File: src/rtl/tqsl_regs.svh
// register offsets, field positions, reset values and timing counts
`ifndef TQSL_REGS_SVH
`define TQSL_REGS_SVH

`define TQSL_CLK_PERIOD_NS 4
`define TQSL_CTRL_PERIOD_NS 10000
`define TQSL_CTRL_CYCLES (`TQSL_CTRL_PERIOD_NS / `TQSL_CLK_PERIOD_NS)

`define TQSL_ADDR_CTRL 8'h00
`define TQSL_ADDR_CFG 8'h04
`define TQSL_ADDR_CFG_ACT 8'h08
`define TQSL_ADDR_TFILT 8'h0C
`define TQSL_ADDR_INTLIM 8'h10
`define TQSL_ADDR_GAIN 8'h14
`define TQSL_ADDR_PRESET1 8'h18
`define TQSL_ADDR_PRESET2 8'h1C
`define TQSL_ADDR_PRESET3 8'h20
`define TQSL_ADDR_STATUS 8'h24
`define TQSL_ADDR_IRQ_STAT 8'h28
`define TQSL_ADDR_IRQ_MASK 8'h2C

`define TQSL_CTRL_RESTART_BIT 0
`define TQSL_CFG_METHOD_LSB 0
`define TQSL_CFG_LIMSRC_BIT 4
`define TQSL_CFG_CEIL_BIT 5
`define TQSL_CFG_ALLOC_BIT 6
`define TQSL_CFG_PIN_BIT 7
`define TQSL_IRQ_LIMIT_BIT 0
`define TQSL_IRQ_PRESET_BIT 1

`define TQSL_CFG_RESET 8'h80
`define TQSL_TFILT_RESET 16'h0000
`define TQSL_INTLIM_RESET 16'h2710
`define TQSL_SPEED_MAX 16'h2710
`define TQSL_GAIN_RESET 16'h0258
`define TQSL_GAIN_MIN 16'h0096
`define TQSL_GAIN_MAX 16'h0BB8
`define TQSL_PRESET1_RESET 16'h0064
`define TQSL_PRESET2_RESET 16'h00C8
`define TQSL_PRESET3_RESET 16'h012C
`define TQSL_MV_PER_GAIN_UNIT 16'h000A

`endif

File: src/rtl/tqsl_pkg.sv
// types shared by the reference-handling block
package tqsl_pkg;
  typedef enum logic [3:0] {
    TQSL_M_SPEED = 4'h0,
    TQSL_M_POSITION = 4'h1,
    TQSL_M_TORQUE = 4'h2,
    TQSL_M_PRESET = 4'h3
  } tqsl_method_t;

  typedef enum logic [1:0] {
    TQSL_WR_COLLECT = 2'b01,
    TQSL_WR_RESP = 2'b10
  } tqsl_wr_state_t;

  typedef logic [15:0] tqsl_speed_t;
endpackage : tqsl_pkg

File: src/rtl/tqsl_lag_filter.sv
// first-order lag filter on the torque reference
`include "tqsl_regs.svh"
module tqsl_lag_filter (
  // clock and reset
  input wire logic clk_i,
  input wire logic rst_i,
  // control cycle enable
  input wire logic tick_i,
  // time constant in control cycles, and samples
  input wire logic [15:0] time_const_i,
  input wire logic signed [15:0] ref_i,
  output logic signed [15:0] ref_o
);
  import tqsl_pkg::*;

  // state in 16.16 fixed point so small steps are not lost
  logic signed [31:0] acc_reg;
  logic signed [31:0] acc_next;
  logic [16:0] coef;
  logic signed [32:0] diff;
  logic signed [50:0] step;

  // discretised gain 1/(tc+1); a divider trades area for exactness
  function automatic logic [16:0] lag_coef(input logic [15:0] tc);
    logic [16:0] den;
    den = {1'b0, tc} + 17'h0_0001;
    lag_coef = 17'h1_0000 / den;
  endfunction

  always_comb begin
    coef = lag_coef(time_const_i);
    diff = 33'($signed({ref_i, 16'h0000})) - 33'(acc_reg);
    step = 51'(diff * $signed({1'b0, coef})) >>> 16;
    acc_next = acc_reg;
    if (time_const_i == 16'h0000) begin
      acc_next = {ref_i, 16'h0000};
    end else if (tick_i) begin
      acc_next = acc_reg + step[31:0];
    end
  end

  always_ff @(posedge clk_i) begin
    if (rst_i) begin
      acc_reg <= 32'h0000_0000;
    end else begin
      acc_reg <= acc_next;
    end
  end

  assign ref_o = acc_reg[31:16];
endmodule // tqsl_lag_filter

File: src/rtl/tqsl_speed_limit.sv
// speed limit value and limit-active detection for torque control
`include "tqsl_regs.svh"
module tqsl_speed_limit (
  // clock and reset
  input wire logic clk_i,
  input wire logic rst_i,
  // settings
  input wire logic ext_src_i,
  input wire logic ceil_overspeed_i,
  input wire logic torque_mode_i,
  input wire tqsl_pkg::tqsl_speed_t int_limit_i,
  input wire logic [15:0] gain_i,
  // motor data and measurements
  input wire tqsl_pkg::tqsl_speed_t motor_max_i,
  input wire tqsl_pkg::tqsl_speed_t overspeed_i,
  input wire tqsl_pkg::tqsl_speed_t rated_i,
  input wire logic signed [15:0] analog_mv_i,
  input wire logic signed [15:0] motor_speed_i,
  // results
  output tqsl_pkg::tqsl_speed_t limit_o,
  output logic active_o
);
  import tqsl_pkg::*;

  tqsl_speed_t limit_reg;
  tqsl_speed_t limit_next;
  logic active_reg;
  logic active_next;
  logic [15:0] mag_v;
  logic [15:0] mag_spd;
  logic [31:0] ext_lim;
  logic [31:0] den;
  tqsl_speed_t ceil_spd;
  tqsl_speed_t lim;

  function automatic logic [15:0] abs16(input logic signed [15:0] v);
    abs16 = v[15] ? 16'(-v) : 16'(v);
  endfunction

  always_comb begin
    mag_v = abs16(analog_mv_i);
    mag_spd = abs16(motor_speed_i);
    den = 32'(gain_i) * 32'(`TQSL_MV_PER_GAIN_UNIT);
    ext_lim = (32'(mag_v) * 32'(rated_i)) / den;
    ceil_spd = ceil_overspeed_i ? overspeed_i : motor_max_i;
    lim = int_limit_i;
    if (ext_src_i && ext_lim < 32'(lim)) begin
      lim = ext_lim[15:0];
    end
    if (lim > ceil_spd) begin
      lim = ceil_spd;
    end
    limit_next = lim;
    // holding the reference at the limit is done by the speed loop
    active_next = torque_mode_i && (mag_spd >= lim);
  end

  always_ff @(posedge clk_i) begin
    if (rst_i) begin
      limit_reg <= `TQSL_INTLIM_RESET;
      active_reg <= 1'b0;
    end else begin
      limit_reg <= limit_next;
      active_reg <= active_next;
    end
  end

  assign limit_o = limit_reg;
  assign active_o = active_reg;
endmodule // tqsl_speed_limit

File: src/rtl/tqsl_top.sv
// torque filter, torque-mode speed limit and preset speed control
//
// The address map and the AXI4-Lite register port were left to the implementer.
`include "tqsl_regs.svh"
module tqsl_top (
  // clock and reset
  input wire logic clk_i,
  input wire logic rst_i,
  // axi4-lite write address, data and response
  input wire logic [7:0] s_axi_awaddr_i,
  input wire logic s_axi_awvalid_i,
  output logic s_axi_awready_o,
  input wire logic [31:0] s_axi_wdata_i,
  input wire logic [3:0] s_axi_wstrb_i,
  input wire logic s_axi_wvalid_i,
  output logic s_axi_wready_o,
  output logic [1:0] s_axi_bresp_o,
  output logic s_axi_bvalid_o,
  input wire logic s_axi_bready_i,
  // axi4-lite read
  input wire logic [7:0] s_axi_araddr_i,
  input wire logic s_axi_arvalid_i,
  output logic s_axi_arready_o,
  output logic [31:0] s_axi_rdata_o,
  output logic [1:0] s_axi_rresp_o,
  output logic s_axi_rvalid_o,
  input wire logic s_axi_rready_i,
  // host discrete and analog inputs
  input wire logic signed [15:0] torque_ref_i,
  input wire logic signed [15:0] speed_ref_analog_i,
  input wire logic direction_select_in_i,
  input wire logic speed_select_a_in_i,
  input wire logic speed_select_b_in_i,
  input wire logic alt_direction_select_in_i,
  input wire logic alt_speed_select_a_in_i,
  input wire logic alt_speed_select_b_in_i,
  // motor data and feedback
  input wire tqsl_pkg::tqsl_speed_t motor_max_speed_i,
  input wire tqsl_pkg::tqsl_speed_t overspeed_alarm_speed_i,
  input wire tqsl_pkg::tqsl_speed_t rated_speed_i,
  input wire logic signed [15:0] motor_speed_i,
  // references and status to the drive
  output logic signed [15:0] torque_ref_o,
  output logic signed [15:0] speed_ref_o,
  output tqsl_pkg::tqsl_speed_t speed_limit_o,
  output tqsl_pkg::tqsl_method_t control_method_o,
  output logic speed_limit_active_out_o,
  output logic irq_o
);
  import tqsl_pkg::*;

  // control cycle divider
  logic [11:0] div_reg;
  logic [11:0] div_next;
  logic tick;

  always_comb begin
    tick = (div_reg == 12'(`TQSL_CTRL_CYCLES - 1));
    div_next = tick ? 12'h000 : div_reg + 12'h001;
  end

  always_ff @(posedge clk_i) begin
    if (rst_i) begin
      div_reg <= 12'h000;
    end else begin
      div_reg <= div_next;
    end
  end

  // axi write channel: address and data taken in either order
  tqsl_wr_state_t wr_state_reg;
  tqsl_wr_state_t wr_state_next;
  logic aw_have_reg;
  logic aw_have_next;
  logic w_have_reg;
  logic w_have_next;
  logic [7:0] aw_addr_reg;
  logic [7:0] aw_addr_next;
  logic [31:0] w_data_reg;
  logic [31:0] w_data_next;
  logic [3:0] w_strb_reg;
  logic [3:0] w_strb_next;
  logic wr_fire;
  logic [1:0] bresp_reg;
  logic [1:0] bresp_next;

  function automatic logic addr_known(input logic [7:0] a);
    addr_known = (a[1:0] == 2'b00) && (a <= `TQSL_ADDR_IRQ_MASK);
  endfunction

  always_comb begin
    wr_state_next = wr_state_reg;
    aw_have_next = aw_have_reg;
    w_have_next = w_have_reg;
    aw_addr_next = aw_addr_reg;
    w_data_next = w_data_reg;
    w_strb_next = w_strb_reg;
    bresp_next = bresp_reg;
    wr_fire = 1'b0;
    unique case (wr_state_reg)
      TQSL_WR_COLLECT: begin
        if (s_axi_awvalid_i && !aw_have_reg) begin
          aw_have_next = 1'b1;
          aw_addr_next = s_axi_awaddr_i;
        end
        if (s_axi_wvalid_i && !w_have_reg) begin
          w_have_next = 1'b1;
          w_data_next = s_axi_wdata_i;
          w_strb_next = s_axi_wstrb_i;
        end
        if (aw_have_reg && w_have_reg) begin
          wr_fire = 1'b1;
          bresp_next = addr_known(aw_addr_reg) ? 2'b00 : 2'b10;
          aw_have_next = 1'b0;
          w_have_next = 1'b0;
          wr_state_next = TQSL_WR_RESP;
        end
      end
      TQSL_WR_RESP: begin
        if (s_axi_bready_i) begin
          wr_state_next = TQSL_WR_COLLECT;
        end
      end
    endcase
  end

  always_ff @(posedge clk_i) begin
    if (rst_i) begin
      wr_state_reg <= TQSL_WR_COLLECT;
      aw_have_reg <= 1'b0;
      w_have_reg <= 1'b0;
      aw_addr_reg <= 8'h00;
      w_data_reg <= 32'h0000_0000;
      w_strb_reg <= 4'h0;
      bresp_reg <= 2'b00;
    end else begin
      wr_state_reg <= wr_state_next;
      aw_have_reg <= aw_have_next;
      w_have_reg <= w_have_next;
      aw_addr_reg <= aw_addr_next;
      w_data_reg <= w_data_next;
      w_strb_reg <= w_strb_next;
      bresp_reg <= bresp_next;
    end
  end

  assign s_axi_awready_o = (wr_state_reg == TQSL_WR_COLLECT) && !aw_have_reg;
  assign s_axi_wready_o = (wr_state_reg == TQSL_WR_COLLECT) && !w_have_reg;
  assign s_axi_bvalid_o = (wr_state_reg == TQSL_WR_RESP);
  assign s_axi_bresp_o = bresp_reg;

  // settings; "after restart" fields are pending until a restart
  logic [7:0] cfg_reg, cfg_next, act_reg, act_next;
  logic [15:0] tfilt_reg, tfilt_next, intlim_reg, intlim_next;
  logic [15:0] gain_reg, gain_next;
  logic [15:0] preset_reg [3];
  logic [15:0] preset_next [3];
  logic [1:0] irq_stat_reg, irq_stat_next, irq_mask_reg, irq_mask_next;
  logic [1:0] irq_event;
  logic [31:0] wmask;
  logic [31:0] wval;
  logic restart;

  function automatic logic [15:0] clamp(input logic [15:0] v,
                                        input logic [15:0] lo,
                                        input logic [15:0] hi);
    clamp = (v < lo) ? lo : ((v > hi) ? hi : v);
  endfunction

  always_comb begin
    wmask = {{8{w_strb_reg[3]}}, {8{w_strb_reg[2]}},
             {8{w_strb_reg[1]}}, {8{w_strb_reg[0]}}};
    wval = w_data_reg & wmask;
    cfg_next = cfg_reg;
    tfilt_next = tfilt_reg;
    intlim_next = intlim_reg;
    gain_next = gain_reg;
    preset_next = preset_reg;
    irq_mask_next = irq_mask_reg;
    restart = 1'b0;
    irq_stat_next = irq_stat_reg;
    if (wr_fire) begin
      unique case (aw_addr_reg)
        `TQSL_ADDR_CTRL: restart = wval[`TQSL_CTRL_RESTART_BIT];
        `TQSL_ADDR_CFG: cfg_next = wval[7:0];
        `TQSL_ADDR_TFILT: tfilt_next = wval[15:0];
        `TQSL_ADDR_INTLIM:
          intlim_next = clamp(wval[15:0], 16'h0000,
                              `TQSL_SPEED_MAX);
        `TQSL_ADDR_GAIN:
          gain_next = clamp(wval[15:0], `TQSL_GAIN_MIN,
                            `TQSL_GAIN_MAX);
        `TQSL_ADDR_PRESET1:
          preset_next[0] = clamp(wval[15:0], 16'h0000,
                                 `TQSL_SPEED_MAX);
        `TQSL_ADDR_PRESET2:
          preset_next[1] = clamp(wval[15:0], 16'h0000,
                                 `TQSL_SPEED_MAX);
        `TQSL_ADDR_PRESET3:
          preset_next[2] = clamp(wval[15:0], 16'h0000,
                                 `TQSL_SPEED_MAX);
        `TQSL_ADDR_IRQ_STAT: irq_stat_next = irq_stat_reg & ~wval[1:0];
        `TQSL_ADDR_IRQ_MASK: irq_mask_next = wval[1:0];
        default: ;
      endcase
    end
    // a new event wins over a simultaneous clear
    irq_stat_next = irq_stat_next | irq_event;
    act_next = restart ? cfg_reg : act_reg;
  end

  always_ff @(posedge clk_i) begin
    if (rst_i) begin
      cfg_reg <= `TQSL_CFG_RESET;
      act_reg <= `TQSL_CFG_RESET;
      tfilt_reg <= `TQSL_TFILT_RESET;
      intlim_reg <= `TQSL_INTLIM_RESET;
      gain_reg <= `TQSL_GAIN_RESET;
      preset_reg[0] <= `TQSL_PRESET1_RESET;
      preset_reg[1] <= `TQSL_PRESET2_RESET;
      preset_reg[2] <= `TQSL_PRESET3_RESET;
      irq_stat_reg <= 2'b00;
      irq_mask_reg <= 2'b00;
    end else begin
      cfg_reg <= cfg_next;
      act_reg <= act_next;
      tfilt_reg <= tfilt_next;
      intlim_reg <= intlim_next;
      gain_reg <= gain_next;
      preset_reg <= preset_next;
      irq_stat_reg <= irq_stat_next;
      irq_mask_reg <= irq_mask_next;
    end
  end

  tqsl_method_t method;
  logic torque_mode;
  logic preset_mode;
  logic alloc_alt;

  assign method = tqsl_method_t'(act_reg[`TQSL_CFG_METHOD_LSB +: 4]);
  assign torque_mode = (method == TQSL_M_TORQUE);
  assign preset_mode = (method == TQSL_M_PRESET);
  assign alloc_alt = act_reg[`TQSL_CFG_ALLOC_BIT];

  // torque reference path
  logic signed [15:0] tref_filt;

  tqsl_lag_filter u_filter (
    .clk_i(clk_i),
    .rst_i(rst_i),
    .tick_i(tick),
    .time_const_i(tfilt_reg),
    .ref_i(torque_ref_i),
    .ref_o(tref_filt)
  );

  // speed limit
  tqsl_speed_t lim_val;
  logic lim_active;

  tqsl_speed_limit u_limit (
    .clk_i(clk_i),
    .rst_i(rst_i),
    .ext_src_i(act_reg[`TQSL_CFG_LIMSRC_BIT]),
    .ceil_overspeed_i(act_reg[`TQSL_CFG_CEIL_BIT]),
    .torque_mode_i(torque_mode),
    .int_limit_i(intlim_reg),
    .gain_i(gain_reg),
    .motor_max_i(motor_max_speed_i),
    .overspeed_i(overspeed_alarm_speed_i),
    .rated_i(rated_speed_i),
    .analog_mv_i(speed_ref_analog_i),
    .motor_speed_i(motor_speed_i),
    .limit_o(lim_val),
    .active_o(lim_active)
  );

  // preset speed selection and output registers
  logic dir_rev, sel_a, sel_b;
  logic [1:0] pidx, pidx_reg;
  logic [15:0] pspd;
  logic signed [15:0] sref_next, sref_reg, tref_next, tref_reg;
  logic vlt_next, vlt_reg, lim_prev_reg;

  always_comb begin
    dir_rev = alloc_alt ? alt_direction_select_in_i : direction_select_in_i;
    sel_a = alloc_alt ? alt_speed_select_a_in_i : speed_select_a_in_i;
    sel_b = alloc_alt ? alt_speed_select_b_in_i : speed_select_b_in_i;
    unique case ({sel_a, sel_b})
      2'b01: pidx = 2'd1;
      2'b11: pidx = 2'd2;
      2'b10: pidx = 2'd3;
      default: pidx = 2'd0;
    endcase
    pspd = (pidx == 2'd0) ? 16'h0000 : preset_reg[pidx - 2'd1];
    if (pspd > motor_max_speed_i) begin
      pspd = motor_max_speed_i;
    end
    sref_next = 16'sh0000;
    if (preset_mode) begin
      sref_next = dir_rev ? -$signed(pspd) : $signed(pspd);
    end
    tref_next = torque_mode ? tref_filt : 16'sh0000;
    vlt_next = lim_active && act_reg[`TQSL_CFG_PIN_BIT];
    irq_event[`TQSL_IRQ_LIMIT_BIT] = lim_active && !lim_prev_reg;
    irq_event[`TQSL_IRQ_PRESET_BIT] = preset_mode && (pidx != pidx_reg);
  end

  always_ff @(posedge clk_i) begin
    if (rst_i) begin
      sref_reg <= 16'sh0000;
      tref_reg <= 16'sh0000;
      vlt_reg <= 1'b0;
      lim_prev_reg <= 1'b0;
      pidx_reg <= 2'd0;
    end else begin
      sref_reg <= sref_next;
      tref_reg <= tref_next;
      vlt_reg <= vlt_next;
      lim_prev_reg <= lim_active;
      pidx_reg <= pidx;
    end
  end

  // axi read channel, one outstanding read
  logic rvalid_reg, rvalid_next;
  logic [31:0] rdata_reg, rdata_next;
  logic [1:0] rresp_reg, rresp_next;
  logic [31:0] rd_mux;

  always_comb begin
    unique case (s_axi_araddr_i)
      `TQSL_ADDR_CFG: rd_mux = {24'h00_0000, cfg_reg};
      `TQSL_ADDR_CFG_ACT: rd_mux = {24'h00_0000, act_reg};
      `TQSL_ADDR_TFILT: rd_mux = {16'h0000, tfilt_reg};
      `TQSL_ADDR_INTLIM: rd_mux = {16'h0000, intlim_reg};
      `TQSL_ADDR_GAIN: rd_mux = {16'h0000, gain_reg};
      `TQSL_ADDR_PRESET1: rd_mux = {16'h0000, preset_reg[0]};
      `TQSL_ADDR_PRESET2: rd_mux = {16'h0000, preset_reg[1]};
      `TQSL_ADDR_PRESET3: rd_mux = {16'h0000, preset_reg[2]};
      `TQSL_ADDR_STATUS:
        rd_mux = {lim_val, 12'h000, pidx_reg, vlt_reg, lim_active};
      `TQSL_ADDR_IRQ_STAT: rd_mux = {30'h0000_0000, irq_stat_reg};
      `TQSL_ADDR_IRQ_MASK: rd_mux = {30'h0000_0000, irq_mask_reg};
      default: rd_mux = 32'h0000_0000;
    endcase
    rvalid_next = rvalid_reg;
    rdata_next = rdata_reg;
    rresp_next = rresp_reg;
    if (rvalid_reg && s_axi_rready_i) begin
      rvalid_next = 1'b0;
    end
    if (s_axi_arvalid_i && !rvalid_reg) begin
      rvalid_next = 1'b1;
      rdata_next = rd_mux;
      rresp_next = addr_known(s_axi_araddr_i) ? 2'b00 : 2'b10;
    end
  end

  always_ff @(posedge clk_i) begin
    if (rst_i) begin
      rvalid_reg <= 1'b0;
      rdata_reg <= 32'h0000_0000;
      rresp_reg <= 2'b00;
    end else begin
      rvalid_reg <= rvalid_next;
      rdata_reg <= rdata_next;
      rresp_reg <= rresp_next;
    end
  end

  assign s_axi_arready_o = !rvalid_reg;
  assign s_axi_rvalid_o = rvalid_reg;
  assign s_axi_rdata_o = rdata_reg;
  assign s_axi_rresp_o = rresp_reg;

  assign torque_ref_o = tref_reg;
  assign speed_ref_o = sref_reg;
  assign speed_limit_o = lim_val;
  assign control_method_o = method;
  assign speed_limit_active_out_o = vlt_reg;
  assign irq_o = |(irq_stat_reg & irq_mask_reg);
endmodule // tqsl_top
File: config.mk
export PLATFORM = sky130hd
export DESIGN_NAME = tqsl_top
export DESIGN_NICKNAME = d
export VERILOG_FILES = /design/src/rtl/tqsl_pkg.sv /design/src/rtl/tqsl_lag_filter.sv /design/src/rtl/tqsl_speed_limit.sv /design/src/rtl/tqsl_top.sv
export VERILOG_INCLUDE_DIRS = /design/src /design/src/rtl
export SDC_FILE = /design/constraint.sdc
export NUM_CORES = 2
export LEC_CHECK = 0
export ABC_CLOCK_PERIOD_IN_PS = 149300
export BUFFER_PORTS_ARGS = -buffer_cell sky130_fd_sc_hd__clkbuf_2
export CORE_AREA = 2 2 606 488
export CTS_BUF_LIST = sky130_fd_sc_hd__clkbuf_4
export CTS_CLUSTER_SIZE = 20
export DETAILED_ROUTE_END_ITERATION = 7
export DIE_AREA = 0 0 608 490
export PLACE_DENSITY = 0.49
export SYNTH_ARGS = -nofsm -noshare
export SYNTH_HDL_FRONTEND = slang
export SYNTH_SLANG_ARGS = --single-unit
File: constraint.sdc
create_clock -name clk_i -period 149.3 [get_ports clk_i]
set_input_delay 22.395 -clock clk_i [delete_from_list [all_inputs] [get_ports clk_i]]
set_output_delay 22.395 -clock clk_i [all_outputs]
set_load 0.01 [all_outputs]
==> flow_metrics.env <==
export IMPL_cp_common_cell="o21a_1"
export IMPL_largest_reg_flops=48
export IMPL_cts_tree="yes"
export IMPL_synthFlopType="dfxtp_1"
export IMPL_ys_types=136
export IMPL_async_flop_share_pct=0
export IMPL_die_h_um=490
export IMPL_io_pin_count=256
export IMPL_dp_hpwl_um=216000
export IMPL_finalClockSkew_ns=0.143
export IMPL_grt_pass1_vias=64548
export IMPL_ctsRootBufferMaster="clkbuf_4"
export IMPL_drive_above_1_share_pct=9.16
export IMPL_cts_buffers=85
export IMPL_crit_slowest_cell="o21ai_2"
export IMPL_required_ns=150.10
export IMPL_cts_resized=0
export IMPL_vias=66505
export IMPL_clkLatencyLatePin_ns=1.06
export IMPL_syn_area_um2=72600
export IMPL_yosysTopAreaCell="fa_1"
export IMPL_cts_sinks=278
export IMPL_syn2layout_area_growth_pct=10.1
export IMPL_drt_first_iter_violations=4964
export IMPL_antenna_found_initial=20
export IMPL_layout_commonest_cell="nand2_1"
export IMPL_timing_slew_headroom_pct=19.3
export IMPL_reg2reg_depth=459
export IMPL_synth_edf_count=0
export IMPL_cpPeakStageDelay_ns=0.81
export IMPL_post_drt_wl_per_cell_um=19.9
export IMPL_rsz0062_at_grt="no"
export IMPL_hold_buffers=0
export IMPL_antenna_left=0
export IMPL_syn_area_per_cell_um2=7.76
export IMPL_first_pass_iters=8
export IMPL_start_util_pct=24.9
export IMPL_min_period_ns=137.59
export IMPL_path_buf_inv=33
export IMPL_synth_ff_latch_count=278
export IMPL_hold_class="flop to flop"
export IMPL_die_area_um2=298000
export IMPL_crit_fanout=44
export IMPL_fmax_mhz=7.27
export IMPL_cts_path_max_buffers=3
export IMPL_status="finished, final reports clean"
export IMPL_end_kind="flop"
export IMPL_synth_cells=9365
export IMPL_wl_um=267000
export IMPL_seq_area_frac_synth_pct=7.66
export IMPL_finalSetupTns_ns=0
export IMPL_routabilityCongestion=0.911
export IMPL_drc=0
export IMPL_cts_setup_buffers=0
export IMPL_nets=11290
export IMPL_startpoint="speed_ref_analog_i[0]"
export IMPL_path_class="input pin to flop"
export IMPL_clkTransAtPathRegs_ns=0.07
export IMPL_layout_common_cells="1113 x nand2_1, 961 x inv_1, 917 x ha_1"
export IMPL_htree_levels=3
export IMPL_grtUsageTotal_pct=17.7
export IMPL_finalSetupViolations=0
export IMPL_reg2reg_to="u_limit.active_o"
export IMPL_yosys_warnings=0
export IMPL_cpLargestDelayFamily="compound AO/OA/AOI/OAI gates"
export IMPL_reg2reg_from="gain_reg[6]"
export IMPL_worst_pin_slew_ns=1.20
export IMPL_r2r_setup_slack_ns=36.52
export IMPL_maxCapViolations=0
export IMPL_finalHoldViolCount=0
export IMPL_die_w_um=608
export IMPL_crit_cells=474
export IMPL_design_core_area_um2=292000
export IMPL_endpoint="u_limit.active_o"
export IMPL_via_per_inst=4.95
export IMPL_startpoint_type="input pin"
export IMPL_synth_area_leaders="fa_1 20%, ha_1 16%, dfxtp_1 7.7%"
export IMPL_placementRows=178
export IMPL_overflow=0
export IMPL_yosys_area_top_type_share_pct=19.6
export IMPL_timing_final_crit_share_pct=92.2
export IMPL_grt_max_degree=79
export IMPL_cp_data_arrival_time_ns=138.39
export IMPL_io_buffers=235
export IMPL_final_max_slew_viol_count=0
export IMPL_grt_pass1_wl_um=410000
## per-stage QoR
| step | instance area [µm²] | util, % | instances | hold WS [ns] | worst slack [ns] |
|---|---|---|---|---|---|
| 5_1_grt | 80000 | 27.4 | 13445 | 0.464 | 3.40 |
| 3_3_place_gp | 78800 | 27.0 | 13285 | 0.446 | 11.79 |
| 3_5_place_dp | 78800 | 27.0 | 13285 | 0.445 | 12.32 |
| 2_1_floorplan | 72600 | - | 9366 | 0.426 | 29.63 |
| 4_1_cts | 80000 | 27.4 | 13438 | 0.440 | 12.97 |
| 6_report | 80000 | 27.4 | 13448 | 0.430 | 11.71 |
## area by class of cell
type / instances / area [µm²]
clock buffers: 131 / 983
multi-input cells: 7762 / 62300
well taps: 3870 / 4840
flip-flops and latches: 278 / 5570
inverters: 973 / 3660
clock inverters: 22 / 179
diodes: 10 / 25.0
fillers: 32038 / 212000
repair buffers: 402 / 2440
## worst reg2reg max path: cells and delay by family, from the launching register on
kind | cells | cell delay [ns]
and+or+nand+nor | 128 | 27.48
AOI/OAI and AO/OA | 260 | 62.26
DFF | 1 | 0.47
adders and majority gates | 34 | 10.70
buffers and inverters | 28 | 7.82
muxes | 9 | 3.84
## cell usage after synthesis, types with 155 or more instances
| cell | n |
|---|---|
| nand2_1 | 1114 |
| inv_1 | 963 |
| ha_1 | 917 |
| nor2_1 | 915 |
| fa_1 | 710 |
| a21oi_1 | 633 |
| xnor2_1 | 371 |
| o21ai_0 | 312 |
| clkbuf_1 | 291 |
| dfxtp_1 | 278 |
| nor3_1 | 245 |
| o21a_1 | 203 |
| and2_1 | 198 |
| a21o_1 | 177 |
| nand3_1 | 155 |
## cell families after synthesis
| kind of cell | share of synthesized area (%) |
|---|---|
| compound gates | 19.6 |
| xor+xnor | 6.34 |
| fa+ha+maj | 35.4 |
| buf+inv | 6.96 |
| flops | 7.66 |
| mux | 3.51 |
| other cells | 0.00516 |
| simple gates | 20.6 |
## layer usage
| metal | part of all wire (%) | global-route usage (%) | vias up |
|---|---|---|---|
| met5 | 0.037 | 0 | - |
| met2 | 42 | 27.1 | 1757 |
| met3 | 5.2 | 1.78 | 183 |
| met1 | 50 | 26.2 | 31972 |
| li1 | - | - | 32579 |
| met4 | 2.7 | 4.64 | 14 |
## worst min path at each step
stage | startpoint | slack [ns] | cells after the start | endpoint
floorplan | div_reg[0] | 0.43 | 1 | div_reg[0]
global placement | s_axi_rdata_o[22] | 0.45 | 2 | s_axi_rdata_o[22]
detailed placement | s_axi_rdata_o[29] | 0.44 | 2 | s_axi_rdata_o[29]
CTS | u_limit.limit_o[11] | 0.44 | 2 | s_axi_rdata_o[27]
global route | u_limit.limit_o[11] | 0.46 | 2 | s_axi_rdata_o[27]
finish | u_limit.limit_o[12] | 0.43 | 2 | s_axi_rdata_o[28]
Power is not shown: default switching activity piles up to over one toggle a cycle in this logic, so the estimate is an artifact.
